===== config.mk =====
export PLATFORM = sky130hd
export DESIGN_NAME = dtc_timer_counter
export DESIGN_NICKNAME = d
export VERILOG_FILES = /design/src/dtc_pkg.sv /design/src/dtc_timer_counter.sv
export SDC_FILE = /design/constraint.sdc
export NUM_CORES = 1
export LEC_CHECK = 0
export BUFFER_PORTS_ARGS = -buffer_cell sky130_fd_sc_hd__buf_2
export CAP_MARGIN = 20
export CORE_UTILIZATION = 50
export CTS_CLUSTER_DIAMETER = 50
export CTS_CLUSTER_SIZE = 28
export DETAILED_ROUTE_END_ITERATION = 8
export GPL_TIMING_DRIVEN = 0
export PLACE_DENSITY = 0.79
export SLEW_MARGIN = 20
export SYNTH_ARGS = -nofsm -noshare
export SYNTH_HDL_FRONTEND = slang
export SYNTH_SLANG_ARGS = --single-unit

===== constraint.sdc =====
create_clock -name aclk -period 5.9 [get_ports aclk]
set_input_delay 0.59 -clock aclk [delete_from_list [all_inputs] [get_ports aclk]]
set_output_delay 0.59 -clock aclk [all_outputs]
set_load 0.005 [all_outputs]

===== src/dtc_pkg.sv =====
package dtc_pkg;

   // register bus geometry
   localparam int AXI_ADDR_W = 10;
   localparam int AXI_DATA_W = 32;
   localparam int IDX_LSB = 2;
   localparam int IDX_W = 8;
   localparam int BYTE_W = 8;
   localparam int LANE0 = 0;

   // register indexes; byte address is four times the index
   localparam logic [7:0] IDX_CTRL = 8'h88;
   localparam logic [7:0] IDX_MODE = 8'h89;
   localparam logic [7:0] IDX_T0_LOW = 8'h8a;
   localparam logic [7:0] IDX_T1_LOW = 8'h8b;
   localparam logic [7:0] IDX_T0_HIGH = 8'h8c;
   localparam logic [7:0] IDX_T1_HIGH = 8'h8d;

   // axi responses
   localparam logic [1:0] RESP_OKAY = 2'h0;
   localparam logic [1:0] RESP_SLVERR = 2'h2;

   // mode 0 prescaler width in the low byte
   localparam int PRESCALE_BITS = 5;

   typedef enum logic [1:0] {
      MODE_13BIT = 2'h0,
      MODE_16BIT = 2'h1,
      MODE_RELOAD = 2'h2,
      MODE_SPLIT = 2'h3
   } dtc_timer_mode_type;

   typedef struct packed {
      logic t1_overflow_flag;
      logic t1_run_bit;
      logic t0_overflow_flag;
      logic t0_run_bit;
      logic ext_irq1_flag;
      logic ext_irq1_trigger_type;
      logic ext_irq0_flag;
      logic ext_irq0_trigger_type;
   } dtc_control_type;

   typedef struct packed {
      logic gate;
      logic counter_sel;
      logic mode_select_high;
      logic mode_select_low;
   } dtc_mode_fields_type;

   typedef struct packed {
      dtc_mode_fields_type t1;
      dtc_mode_fields_type t0;
   } dtc_mode_reg_type;

   typedef enum logic [1:0] {
      WR_IDLE = 2'h1,
      WR_RESP = 2'h2
   } dtc_wr_state_type;

   localparam dtc_control_type CTRL_RESET = dtc_control_type'(8'h00);
   localparam dtc_mode_reg_type MODE_RESET = dtc_mode_reg_type'(8'h00);
   localparam logic [7:0] COUNT_RESET = 8'h00;
   localparam logic [7:0] COUNT_ALL_ONES = 8'hff;

endpackage : dtc_pkg


===== src/dtc_timer_counter.sv =====
// Added by the designer: the AXI4-Lite register port.
`timescale 1ns/1ns
module dtc_timer_counter #(
   parameter int MACHINE_CYCLE_CLOCKS = 1
) (
   // clock and reset
   input wire logic aclk,
   input wire logic aresetn,
   // axi4-lite write address
   input wire logic [dtc_pkg::AXI_ADDR_W-1:0] s_axi_awaddr,
   input wire logic s_axi_awvalid,
   output logic s_axi_awready,
   // axi4-lite write data
   input wire logic [dtc_pkg::AXI_DATA_W-1:0] s_axi_wdata,
   input wire logic [dtc_pkg::AXI_DATA_W/8-1:0] s_axi_wstrb,
   input wire logic s_axi_wvalid,
   output logic s_axi_wready,
   // axi4-lite write response
   output logic [1:0] s_axi_bresp,
   output logic s_axi_bvalid,
   input wire logic s_axi_bready,
   // axi4-lite read address
   input wire logic [dtc_pkg::AXI_ADDR_W-1:0] s_axi_araddr,
   input wire logic s_axi_arvalid,
   output logic s_axi_arready,
   // axi4-lite read data
   output logic [dtc_pkg::AXI_DATA_W-1:0] s_axi_rdata,
   output logic [1:0] s_axi_rresp,
   output logic s_axi_rvalid,
   input wire logic s_axi_rready,
   // external pins
   input wire logic ext_irq0_pin_n,
   input wire logic ext_irq1_pin_n,
   input wire logic t0_count_pin,
   input wire logic t1_count_pin,
   // vector acknowledges from the core
   input wire logic t0_vector_ack,
   input wire logic t1_vector_ack,
   input wire logic ext_irq0_vector_ack,
   input wire logic ext_irq1_vector_ack,
   // interrupt requests and baud tick
   output logic t0_overflow_flag,
   output logic t1_overflow_flag,
   output logic ext_irq0_flag,
   output logic ext_irq1_flag,
   output logic t1_baud_tick
);

   localparam int MC_W = (MACHINE_CYCLE_CLOCKS > 1) ? $clog2(MACHINE_CYCLE_CLOCKS) : 1;
   localparam logic [MC_W-1:0] MC_LAST = MC_W'(MACHINE_CYCLE_CLOCKS - 1);
   localparam int C13_W = dtc_pkg::BYTE_W + dtc_pkg::PRESCALE_BITS + 1;
   localparam int C16_W = 2 * dtc_pkg::BYTE_W + 1;
   localparam int C8_W = dtc_pkg::BYTE_W + 1;

   if (MACHINE_CYCLE_CLOCKS < 1 || MACHINE_CYCLE_CLOCKS > 256) begin : g_check
      $error("MACHINE_CYCLE_CLOCKS must lie in 1..256");
   end

   // {overflow, high, low} after one count step
   function automatic logic [C16_W-1:0] dtc_step(
      input dtc_pkg::dtc_timer_mode_type mode,
      input logic [dtc_pkg::BYTE_W-1:0] hi,
      input logic [dtc_pkg::BYTE_W-1:0] lo
   );
      logic [C13_W-1:0] c13;
      logic [C16_W-1:0] c16;
      logic [C8_W-1:0] c8;
      c13 = {1'b0, hi, lo[dtc_pkg::PRESCALE_BITS-1:0]} + C13_W'(1);
      c16 = {1'b0, hi, lo} + C16_W'(1);
      c8 = {1'b0, lo} + C8_W'(1);
      case (mode)
         dtc_pkg::MODE_13BIT: begin
            // upper low-byte bits are left alone; software must ignore them
            dtc_step = {c13[C13_W-1], c13[C13_W-2:dtc_pkg::PRESCALE_BITS],
                        lo[dtc_pkg::BYTE_W-1:dtc_pkg::PRESCALE_BITS],
                        c13[dtc_pkg::PRESCALE_BITS-1:0]};
         end
         dtc_pkg::MODE_16BIT: begin
            dtc_step = c16;
         end
         dtc_pkg::MODE_RELOAD: begin
            // reload from the high byte, which itself never changes
            dtc_step = {c8[C8_W-1], hi, c8[C8_W-1] ? hi : c8[C8_W-2:0]};
         end
         default: begin
            dtc_step = {c8[C8_W-1], hi, c8[C8_W-2:0]};
         end
      endcase
   endfunction : dtc_step

   function automatic dtc_pkg::dtc_timer_mode_type dtc_mode_of(
      input dtc_pkg::dtc_mode_fields_type f
   );
      dtc_mode_of = dtc_pkg::dtc_timer_mode_type'({f.mode_select_high, f.mode_select_low});
   endfunction : dtc_mode_of

   function automatic logic [dtc_pkg::IDX_W-1:0] dtc_index(
      input logic [dtc_pkg::AXI_ADDR_W-1:0] addr
   );
      dtc_index = addr[dtc_pkg::AXI_ADDR_W-1:dtc_pkg::IDX_LSB];
   endfunction : dtc_index

   function automatic logic dtc_mapped(input logic [dtc_pkg::AXI_ADDR_W-1:0] addr);
      logic [dtc_pkg::IDX_W-1:0] idx;
      idx = dtc_index(addr);
      dtc_mapped = (addr[dtc_pkg::IDX_LSB-1:0] == '0) &&
                   (idx >= dtc_pkg::IDX_CTRL) && (idx <= dtc_pkg::IDX_T1_HIGH);
   endfunction : dtc_mapped

   // registers
   dtc_pkg::dtc_control_type ctrl_reg;
   dtc_pkg::dtc_mode_reg_type mode_reg;
   logic [dtc_pkg::BYTE_W-1:0] t0_low_reg;
   logic [dtc_pkg::BYTE_W-1:0] t0_high_reg;
   logic [dtc_pkg::BYTE_W-1:0] t1_low_reg;
   logic [dtc_pkg::BYTE_W-1:0] t1_high_reg;
   logic [MC_W-1:0] mc_count_reg;
   logic ext0_prev_reg;
   logic ext1_prev_reg;
   logic t0_pin_prev_reg;
   logic t1_pin_prev_reg;
   logic baud_tick_reg;

   // bus slave state
   dtc_pkg::dtc_wr_state_type wr_state_reg;
   logic aw_held_reg;
   logic w_held_reg;
   logic [dtc_pkg::AXI_ADDR_W-1:0] awaddr_reg;
   logic [dtc_pkg::AXI_DATA_W-1:0] wdata_reg;
   logic [dtc_pkg::AXI_DATA_W/8-1:0] wstrb_reg;
   logic awready_reg;
   logic wready_reg;
   logic bvalid_reg;
   logic [1:0] bresp_reg;
   logic arready_reg;
   logic rvalid_reg;
   logic [dtc_pkg::AXI_DATA_W-1:0] rdata_reg;
   logic [1:0] rresp_reg;

   // write decode
   logic wr_fire;
   logic wr_ok;
   logic [dtc_pkg::IDX_W-1:0] wr_idx;
   logic [dtc_pkg::BYTE_W-1:0] wr_byte;
   logic wr_ctrl;
   logic wr_mode;
   logic wr_t0_low;
   logic wr_t0_high;
   logic wr_t1_low;
   logic wr_t1_high;
   dtc_pkg::dtc_control_type wr_ctrl_val;

   assign wr_fire = (wr_state_reg == dtc_pkg::WR_IDLE) && aw_held_reg && w_held_reg;
   assign wr_ok = wr_fire && wstrb_reg[dtc_pkg::LANE0] && dtc_mapped(awaddr_reg);
   assign wr_idx = dtc_index(awaddr_reg);
   assign wr_byte = wdata_reg[dtc_pkg::BYTE_W-1:0];
   assign wr_ctrl_val = dtc_pkg::dtc_control_type'(wr_byte);
   assign wr_ctrl = wr_ok && (wr_idx == dtc_pkg::IDX_CTRL);
   assign wr_mode = wr_ok && (wr_idx == dtc_pkg::IDX_MODE);
   assign wr_t0_low = wr_ok && (wr_idx == dtc_pkg::IDX_T0_LOW);
   assign wr_t0_high = wr_ok && (wr_idx == dtc_pkg::IDX_T0_HIGH);
   assign wr_t1_low = wr_ok && (wr_idx == dtc_pkg::IDX_T1_LOW);
   assign wr_t1_high = wr_ok && (wr_idx == dtc_pkg::IDX_T1_HIGH);

   // count sources
   dtc_pkg::dtc_timer_mode_type t0_mode;
   dtc_pkg::dtc_timer_mode_type t1_mode;
   logic mc_tick;
   logic t0_pin_fall;
   logic t1_pin_fall;
   logic ext0_fall;
   logic ext1_fall;
   logic t0_src;
   logic t1_src;
   logic t0_en;
   logic t1_en;
   logic t0_split;
   logic t0_high_en;
   logic [C16_W-1:0] t0_step;
   logic [C16_W-1:0] t1_step;
   logic t0_ovf;
   logic t1_ovf;
   logic t0_high_ovf;
   logic tf0_set;
   logic tf1_set;

   assign t0_mode = dtc_mode_of(mode_reg.t0);
   assign t1_mode = dtc_mode_of(mode_reg.t1);
   assign t0_split = (t0_mode == dtc_pkg::MODE_SPLIT);
   assign mc_tick = (mc_count_reg == MC_LAST);
   assign t0_pin_fall = t0_pin_prev_reg && !t0_count_pin;
   assign t1_pin_fall = t1_pin_prev_reg && !t1_count_pin;
   assign ext0_fall = ext0_prev_reg && !ext_irq0_pin_n;
   assign ext1_fall = ext1_prev_reg && !ext_irq1_pin_n;
   assign t0_src = mode_reg.t0.counter_sel ? t0_pin_fall : mc_tick;
   assign t1_src = mode_reg.t1.counter_sel ? t1_pin_fall : mc_tick;
   // gate high lets the interrupt pin time a pulse width
   assign t0_en = ctrl_reg.t0_run_bit && (!mode_reg.t0.gate || ext_irq0_pin_n) && t0_src;
   // mode 3 on timer 1 acts as a cleared run bit
   assign t1_en = ctrl_reg.t1_run_bit && (!mode_reg.t1.gate || ext_irq1_pin_n) && t1_src &&
                  (t1_mode != dtc_pkg::MODE_SPLIT);
   // split high byte counts machine cycles on the timer 1 run bit
   assign t0_high_en = t0_split && ctrl_reg.t1_run_bit && mc_tick;
   assign t0_step = dtc_step(t0_mode, t0_high_reg, t0_low_reg);
   assign t1_step = dtc_step(t1_mode, t1_high_reg, t1_low_reg);
   assign t0_ovf = t0_step[C16_W-1];
   assign t1_ovf = t1_step[C16_W-1];
   assign t0_high_ovf = (t0_high_reg == dtc_pkg::COUNT_ALL_ONES);
   assign tf0_set = t0_en && t0_ovf;
   // while timer 0 is split the timer 1 flag belongs to its high byte
   assign tf1_set = t0_split ? (t0_high_en && t0_high_ovf) : (t1_en && t1_ovf);

   // machine-cycle divider
   always_ff @(posedge aclk) begin
      if (!aresetn) begin
         mc_count_reg <= '0;
      end else if (mc_tick) begin
         mc_count_reg <= '0;
      end else begin
         mc_count_reg <= mc_count_reg + MC_W'(1);
      end
   end

   // pin history; cleared so a low pin at release is not an edge
   always_ff @(posedge aclk) begin
      if (!aresetn) begin
         ext0_prev_reg <= 1'b0;
         ext1_prev_reg <= 1'b0;
         t0_pin_prev_reg <= 1'b0;
         t1_pin_prev_reg <= 1'b0;
      end else begin
         ext0_prev_reg <= ext_irq0_pin_n;
         ext1_prev_reg <= ext_irq1_pin_n;
         t0_pin_prev_reg <= t0_count_pin;
         t1_pin_prev_reg <= t1_count_pin;
      end
   end

   // control and flags; a hardware set beats any clear in the same cycle
   always_ff @(posedge aclk) begin
      if (!aresetn) begin
         ctrl_reg <= dtc_pkg::CTRL_RESET;
      end else begin
         if (wr_ctrl) begin
            ctrl_reg.t1_run_bit <= wr_ctrl_val.t1_run_bit;
            ctrl_reg.t0_run_bit <= wr_ctrl_val.t0_run_bit;
            ctrl_reg.ext_irq1_trigger_type <= wr_ctrl_val.ext_irq1_trigger_type;
            ctrl_reg.ext_irq0_trigger_type <= wr_ctrl_val.ext_irq0_trigger_type;
         end
         if (tf1_set) begin
            ctrl_reg.t1_overflow_flag <= 1'b1;
         end else if (wr_ctrl) begin
            ctrl_reg.t1_overflow_flag <= wr_ctrl_val.t1_overflow_flag;
         end else if (t1_vector_ack) begin
            ctrl_reg.t1_overflow_flag <= 1'b0;
         end
         if (tf0_set) begin
            ctrl_reg.t0_overflow_flag <= 1'b1;
         end else if (wr_ctrl) begin
            ctrl_reg.t0_overflow_flag <= wr_ctrl_val.t0_overflow_flag;
         end else if (t0_vector_ack) begin
            ctrl_reg.t0_overflow_flag <= 1'b0;
         end
         // level mode: the source owns the flag, writes and acks do nothing
         if (!ctrl_reg.ext_irq1_trigger_type) begin
            ctrl_reg.ext_irq1_flag <= !ext_irq1_pin_n;
         end else if (ext1_fall) begin
            ctrl_reg.ext_irq1_flag <= 1'b1;
         end else if (wr_ctrl) begin
            ctrl_reg.ext_irq1_flag <= wr_ctrl_val.ext_irq1_flag;
         end else if (ext_irq1_vector_ack) begin
            ctrl_reg.ext_irq1_flag <= 1'b0;
         end
         if (!ctrl_reg.ext_irq0_trigger_type) begin
            ctrl_reg.ext_irq0_flag <= !ext_irq0_pin_n;
         end else if (ext0_fall) begin
            ctrl_reg.ext_irq0_flag <= 1'b1;
         end else if (wr_ctrl) begin
            ctrl_reg.ext_irq0_flag <= wr_ctrl_val.ext_irq0_flag;
         end else if (ext_irq0_vector_ack) begin
            ctrl_reg.ext_irq0_flag <= 1'b0;
         end
      end
   end

   // mode register
   always_ff @(posedge aclk) begin
      if (!aresetn) begin
         mode_reg <= dtc_pkg::MODE_RESET;
      end else if (wr_mode) begin
         mode_reg <= dtc_pkg::dtc_mode_reg_type'(wr_byte);
      end
   end

   // timer 0 bytes; a software write to a byte wins over its count step
   // run bit writes touch neither byte
   always_ff @(posedge aclk) begin
      if (!aresetn) begin
         t0_low_reg <= dtc_pkg::COUNT_RESET;
         t0_high_reg <= dtc_pkg::COUNT_RESET;
      end else begin
         if (wr_t0_low) begin
            t0_low_reg <= wr_byte;
         end else if (t0_en) begin
            t0_low_reg <= t0_step[dtc_pkg::BYTE_W-1:0];
         end
         if (wr_t0_high) begin
            t0_high_reg <= wr_byte;
         end else if (t0_high_en) begin
            t0_high_reg <= t0_high_reg + dtc_pkg::BYTE_W'(1);
         end else if (t0_en && !t0_split) begin
            t0_high_reg <= t0_step[C16_W-2:dtc_pkg::BYTE_W];
         end
      end
   end

   // timer 1 bytes
   always_ff @(posedge aclk) begin
      if (!aresetn) begin
         t1_low_reg <= dtc_pkg::COUNT_RESET;
         t1_high_reg <= dtc_pkg::COUNT_RESET;
      end else begin
         if (wr_t1_low) begin
            t1_low_reg <= wr_byte;
         end else if (t1_en) begin
            t1_low_reg <= t1_step[dtc_pkg::BYTE_W-1:0];
         end
         if (wr_t1_high) begin
            t1_high_reg <= wr_byte;
         end else if (t1_en) begin
            t1_high_reg <= t1_step[C16_W-2:dtc_pkg::BYTE_W];
         end
      end
   end

   // baud tick keeps running from timer 1 even when it cannot raise its flag
   always_ff @(posedge aclk) begin
      if (!aresetn) begin
         baud_tick_reg <= 1'b0;
      end else begin
         baud_tick_reg <= t1_en && t1_ovf;
      end
   end

   // write address channel
   always_ff @(posedge aclk) begin
      if (!aresetn) begin
         aw_held_reg <= 1'b0;
         awready_reg <= 1'b0;
         awaddr_reg <= '0;
      end else if (wr_state_reg != dtc_pkg::WR_IDLE) begin
         aw_held_reg <= 1'b0;
         awready_reg <= 1'b0;
      end else if (awready_reg && s_axi_awvalid) begin
         aw_held_reg <= 1'b1;
         awready_reg <= 1'b0;
         awaddr_reg <= s_axi_awaddr;
      end else if (!aw_held_reg) begin
         awready_reg <= 1'b1;
      end
   end

   // write data channel
   always_ff @(posedge aclk) begin
      if (!aresetn) begin
         w_held_reg <= 1'b0;
         wready_reg <= 1'b0;
         wdata_reg <= '0;
         wstrb_reg <= '0;
      end else if (wr_state_reg != dtc_pkg::WR_IDLE) begin
         w_held_reg <= 1'b0;
         wready_reg <= 1'b0;
      end else if (wready_reg && s_axi_wvalid) begin
         w_held_reg <= 1'b1;
         wready_reg <= 1'b0;
         wdata_reg <= s_axi_wdata;
         wstrb_reg <= s_axi_wstrb;
      end else if (!w_held_reg) begin
         wready_reg <= 1'b1;
      end
   end

   // write response
   always_ff @(posedge aclk) begin
      if (!aresetn) begin
         wr_state_reg <= dtc_pkg::WR_IDLE;
         bvalid_reg <= 1'b0;
         bresp_reg <= dtc_pkg::RESP_OKAY;
      end else begin
         case (wr_state_reg)
            dtc_pkg::WR_IDLE: begin
               if (wr_fire) begin
                  wr_state_reg <= dtc_pkg::WR_RESP;
                  bvalid_reg <= 1'b1;
                  bresp_reg <= dtc_mapped(awaddr_reg) ? dtc_pkg::RESP_OKAY : dtc_pkg::RESP_SLVERR;
               end
            end
            dtc_pkg::WR_RESP: begin
               if (s_axi_bready) begin
                  wr_state_reg <= dtc_pkg::WR_IDLE;
                  bvalid_reg <= 1'b0;
               end
            end
            default: begin
               wr_state_reg <= dtc_pkg::WR_IDLE;
               bvalid_reg <= 1'b0;
            end
         endcase
      end
   end

   // read channel; reads have no side effects
   always_ff @(posedge aclk) begin
      if (!aresetn) begin
         arready_reg <= 1'b0;
         rvalid_reg <= 1'b0;
         rdata_reg <= '0;
         rresp_reg <= dtc_pkg::RESP_OKAY;
      end else if (rvalid_reg) begin
         if (s_axi_rready) begin
            rvalid_reg <= 1'b0;
            arready_reg <= 1'b1;
         end
      end else if (arready_reg && s_axi_arvalid) begin
         arready_reg <= 1'b0;
         rvalid_reg <= 1'b1;
         rresp_reg <= dtc_mapped(s_axi_araddr) ? dtc_pkg::RESP_OKAY : dtc_pkg::RESP_SLVERR;
         rdata_reg <= '0;
         case (dtc_index(s_axi_araddr))
            dtc_pkg::IDX_CTRL: rdata_reg[dtc_pkg::BYTE_W-1:0] <= ctrl_reg;
            dtc_pkg::IDX_MODE: rdata_reg[dtc_pkg::BYTE_W-1:0] <= mode_reg;
            dtc_pkg::IDX_T0_LOW: rdata_reg[dtc_pkg::BYTE_W-1:0] <= t0_low_reg;
            dtc_pkg::IDX_T1_LOW: rdata_reg[dtc_pkg::BYTE_W-1:0] <= t1_low_reg;
            dtc_pkg::IDX_T0_HIGH: rdata_reg[dtc_pkg::BYTE_W-1:0] <= t0_high_reg;
            dtc_pkg::IDX_T1_HIGH: rdata_reg[dtc_pkg::BYTE_W-1:0] <= t1_high_reg;
            default: rdata_reg <= '0;
         endcase
      end else begin
         arready_reg <= 1'b1;
      end
   end

   assign s_axi_awready = awready_reg;
   assign s_axi_wready = wready_reg;
   assign s_axi_bvalid = bvalid_reg;
   assign s_axi_bresp = bresp_reg;
   assign s_axi_arready = arready_reg;
   assign s_axi_rvalid = rvalid_reg;
   assign s_axi_rdata = rdata_reg;
   assign s_axi_rresp = rresp_reg;
   assign t0_overflow_flag = ctrl_reg.t0_overflow_flag;
   assign t1_overflow_flag = ctrl_reg.t1_overflow_flag;
   assign ext_irq0_flag = ctrl_reg.ext_irq0_flag;
   assign ext_irq1_flag = ctrl_reg.ext_irq1_flag;
   assign t1_baud_tick = baud_tick_reg;

endmodule : dtc_timer_counter


# ---- After elaboration in Yosys (flattened, before gate mapping)
# Cells that the tools add are included.
dict set report classes {
  add_sub_neg 8
  n_lt_le_gt_ge 4
  n_eq_ne 31
  n_mux 45
  bitwise_logic 4
  reduce_logical 66
}
# op count
set op_table {}
lappend op_table {{$eq A8 B8 Y1 const B} 13}
lappend op_table {{$pmux W17 S3} 2}
lappend op_table {{$mux W8} 11}
lappend op_table {{$pmux W8 S6} 1}
lappend op_table {{$add A16 B1 Y17 const B} 2}
lappend op_table {{$logic_and A1 B1 Y1} 32}
lappend op_table {{$add A13 B1 Y14 const B} 2}
lappend op_table {{$mux W1} 25}
lappend op_table {{$add A8 B1 Y9 const B} 2}
lappend op_table {{$ge A8 B8 Y1 const B} 2}
lappend op_table {{$le A8 B8 Y1 const B} 2}
lappend op_table {{$reduce_and A2 Y1} 8}
lappend op_table {{$ne A2 B2 Y1 const B} 7}
lappend op_table {{$reduce_bool A3 Y1} 4}
lappend op_table {{$add A8 B1 Y8 const B} 1}
lappend op_table {{$eq A2 B2 Y1 const B} 4}
lappend op_table {{$logic_not A2 Y1} 4}
lappend op_table {{$mux W2} 4}
lappend op_table {{$ne A4 B2 Y1 const B} 2}
lappend op_table {{$logic_not A1 Y1} 7}
lappend op_table {{$eq A2 B1 Y1 const B} 3}
lappend op_table {{$reduce_and A3 Y1} 2}
lappend op_table {{$reduce_bool A2 Y1} 3}
lappend op_table {{$reduce_or A3 Y1} 2}
lappend op_table {{other kinds (9)} 13}
dict set report word_totals {
  register_bits 94
  out_inout_bits 46
  elab_cells 200
}

# ---- Logic depth before layout (Yosys ltp)
dict set report depth {
  word_depth 9
  mapped_depth 7
  depth_no_buf 6
}

# ---- Worst setup path before layout
# OpenSTA, ideal clock, no wires.
dict set report synth_timing {
  kind {register -> register}
  startpoint {register t0_low_reg[0] (netlist name)}
  endpoint {register t0_low_reg[3] (netlist name)}
  setup_ns 0.127
  t_arrival_ns 1.888
  setup_slack_ns 3.886
  path_stages_with_launch 7
  n_path_buf 0
  synth_period_minus_slack_ns 2.014
  cell_sequence {dfxtp_1 ha_1 nand4_1 nor3_2 mux2_2 o2111ai_1 o21ai_1}
}
dict set report synth_via {
  elab_chain_len 5
  elab_cells_between_ends 7
}
# item line
set synth_lines {}
lappend synth_lines {{from (decl)} dtc_timer_counter.sv:113} ;# logic [dtc_pkg::BYTE_W-1:0] t0_low_reg;
lappend synth_lines {{from (signal assigned)} dtc_timer_counter.sv:299} ;# t0_low_reg <= dtc_pkg::COUNT_RESET;
lappend synth_lines {{from (signal assigned)} dtc_timer_counter.sv:303} ;# t0_low_reg <= wr_byte;
lappend synth_lines {{from (signal assigned)} dtc_timer_counter.sv:305} ;# t0_low_reg <= t0_step[dtc_pkg::BYTE_W-1:0];
lappend synth_lines {{$add A8 B1 Y9} dtc_timer_counter.sv:70} ;# c8 = {1'b0, lo} + C8_W'(1);
lappend synth_lines {{$mux W8} dtc_timer_counter.sv:83} ;# dtc_step = {c8[C8_W-1], hi, c8[C8_W-1] ? hi : c8[C8_W-2:0]};
lappend synth_lines {{$pmux W17 S3 *} dtc_timer_counter.sv:71} ;# case (mode)
lappend synth_lines {{$mux W8 *} dtc_timer_counter.sv:304} ;# end else if (t0_en) begin
lappend synth_lines {{$mux W8 *} dtc_timer_counter.sv:302} ;# if (wr_t0_low) begin
# Every way passes the cells marked *; elsewhere a longest branch is shown, timed or not. The select of a mux whose other input is x is not followed.
# A chain may end at the register's enable or synchronous reset.

# ---- Worst setup path in the final report
# Ends and elaborated chain as after synthesis.

==> reports/metrics.yaml <==
run_status:
  status: "complete, no violations"
floorplan:
  coreArea_um2: 10420
  die_area_um2: 11270
  io_pins: 117
  rows: 37
  die_h_um: 106.2
  die_x_um: 106.2
  start_util_pct: 52.07
timing:
  max_slew.worst_pin.slew_ns: 0.7683
  timing.fmax_ghz: 0.3926
  hold_violations: 0
  timing.hold.ws_ns: 0.4317
  finClkSkew_ns: 0.01060
  rsz0062_at_grt: "false"
  fin_setup_tns_ns: 0
  finalMaxSlewViolations: 0
  max_slew_margin_pct: 48.78
  fin_crit_sh_pct: 43.17
  fin_crit_ns: 2.547
  setup_viol: 0
synthesis:
  synth_common_cells: "dfxtp_1, nand2_1, a21oi_1, nor2_1, o21ai_0"
  yosysTopAreaCellShare_pct: 33.59
  yosysTopAreaCell: "dfxtp_1"
  synthArstFlopShare_pct: 0
  yosysMostFrequentCell: "dfxtp_1"
  synth-edff-count: 0
  synth.avg_cell_area_um2: 8.059
  synth_warnings: 0
  ys_ff_latch: 91
  synth.cell_area_um2: 5424
  ys_seq_area_share_pct: 33.59
  synth_ff_type: "dfxtp_1"
  synth_cell_type_count: 74
  yosys-top-cells-area: "dfxtp_1, nand2_1, a21oi_1, mux2i_1, buf_4"
  synth_cells: 673
grt:
  grt_max_degree: 15
  grt-ovfl-total: 0
  grt_first_pass_wirelength_um: 26430
  groute.usage.overall_pct: 30.38
  antenna_found_initial: 0
  grt_pass1_vias: 5121
worst_hold_path:
  hold_class: "input pin to flip-flop"
power:
  p_total_mw: 1.219
  leakage_nw: 2.380
  powerDensity_nw_per_um2: 196.5
  vdd_drop_max_uv: 136.7
placement:
  io_buffer_count: 61
  place_congestion: 0.9456
  hpwl_um: 12490
critical_path:
  path_max_fanout: 7
  required_ns: 6.16
  worstPathArrival_ns: 2.80
  critPathTopFamily: "simple AND/OR/NAND/NOR gates"
  worstSetupEndpointType: "flip-flop"
  worstSetupPathType: "flip-flop to flip-flop"
  cp_slowest_stage_delay_ns: 0.66
  crit_path_start_kind: "flip-flop"
  path_cells: "ha_1 > nand4_1 > nor3_2 > mux2_2 > o2111ai_1 > o21ai_1"
  crit_buf_inv: 0
  r2r_setup_slack_ns: 3.35
  slowest_stage: "nor3_2"
route:
  routed_wirelength_um: 16950
  final_antenna_net_count: 0
  num_vias: 5620
  drc_errors: 0
  wl_per_cell_um: 18.60
  first_pass_iters: 7
  viasPerCell: 6.169
  drt_iter0_markers: 706
cts:
  cts-resized-gates: 0
  cts_setup_buffers: 0
  cts_tree: "done"
  cts_made_buffers: 9
  cts-htree-levels: 3
  cts-hold-fix-buffers: 0
  cts_num_sinks: 91
  clockBufferDepth: 2
  cts_root_buffer: "clkbuf_8"
  clk_pin_slew_ns: 0.09
  clkLatencyLatePin_ns: 0.38
job:
  cap_violations: 0
layout:
  area_growth_pct: 14.37
  drive_gt1_share_pct: 17.81
  n_antenna_cell: 0
  nNetsFinal: 845
  largest_reg_flops: 10
-- metrics by stage --
| stage | area, um2 | cells | utilization (%) | worst slack [ns] |
|---|---|---|---|---|
| 6_report | 6203 | 911 | 59.56 | 3.353 |
| 5_1_grt | 6203 | 911 | 59.56 | 3.184 |
| 4_1_cts | 6203 | 911 | 59.56 | 3.424 |
| 3_5_place_dp | 5997 | 896 | 57.57 | 3.469 |
| 3_3_place_gp | 5997 | 896 | 57.57 | 3.465 |
| 2_1_floorplan | 5522 | 699 | - | 3.886 |
-- area by class of cell --
| class | count | area [um2] |
|---|---|---|
| buffer | 67 | 366.6 |
| multi-input combinational | 522 | 3262 |
| clock buffer | 10 | 127.6 |
| fill | 966 | 4213 |
| clock inverter | 5 | 78.83 |
| inverter | 19 | 71.32 |
| tap | 136 | 170.2 |
| timing repair buffer | 61 | 305.3 |
| sequential | 91 | 1822 |
-- worst register-to-register path: cells and delay by family (launching register included) --
| family | cells | cell delay (ns) |
|---|---|---|
| fa+ha+maj | 1 | 0.30 |
| flops | 1 | 0.48 |
| mux | 1 | 0.40 |
| simple gates | 2 | 1.00 |
| compound gates | 2 | 0.24 |
-- cell families after synthesis --
| group | count (synthesis) | synth area share (%) |
|---|---|---|
| buffers and inverters | 86 | 8.073 |
| xor gates and xnor gates | 11 | 1.776 |
| and+or+nand+nor | 252 | 24.36 |
| DFF | 91 | 33.59 |
| adders and majority gates | 3 | 0.6921 |
| other | 1 | 0.06914 |
| AOI/OAI and AO/OA | 191 | 22.88 |
| muxes | 38 | 8.558 |
-- layout by cell type, fill, tap and decap left out, types with 6 or more instances in the layout --
cell / instances
a211oi_1: 9
a21oi_1: 56
a22oi_1: 7
a31oi_1: 13
and3_1: 9
buf_2: 68
buf_4: 26
clkbuf_1: 32
clkbuf_8: 9
conb_1: 27
dfxtp_1: 91
inv_1: 18
mux2_2: 7
mux2i_1: 25
mux4_2: 6
nand2_1: 82
nand2b_1: 6
nand3_1: 16
nand4_1: 16
nor2_1: 43
nor2b_1: 16
nor3_1: 13
o2111ai_1: 6
o211ai_1: 12
o21ai_0: 33
o22ai_1: 10
xor2_1: 9
-- final timing paths --
path                   from  cells after the start             end
min reg2reg  s_axi_rdata[2]                      2  s_axi_rdata[2]
min           s_axi_awvalid                      2   s_axi_awready
max reg2reg   t0_low_reg[0]                      6   t0_low_reg[3]
max           t0_low_reg[0]                      6   t0_low_reg[3]
-- metal layers --
| metal | GRT usage [%] | share of wire (%) |
|---|---|---|
| met4 | 12.80 | 2.7 |
| met5 | 0 | 0 |
| met2 | 49.91 | 46 |
| met3 | 4.905 | 10 |
| met1 | 39.43 | 42 |
-- power by group --
part           internal, mW  switching, mW  total (mW)
clock network         0.236          0.231       0.467
logic                0.0470         0.0590       0.106
registers             0.627         0.0180       0.645
Power figures use the tool's default switching activity.
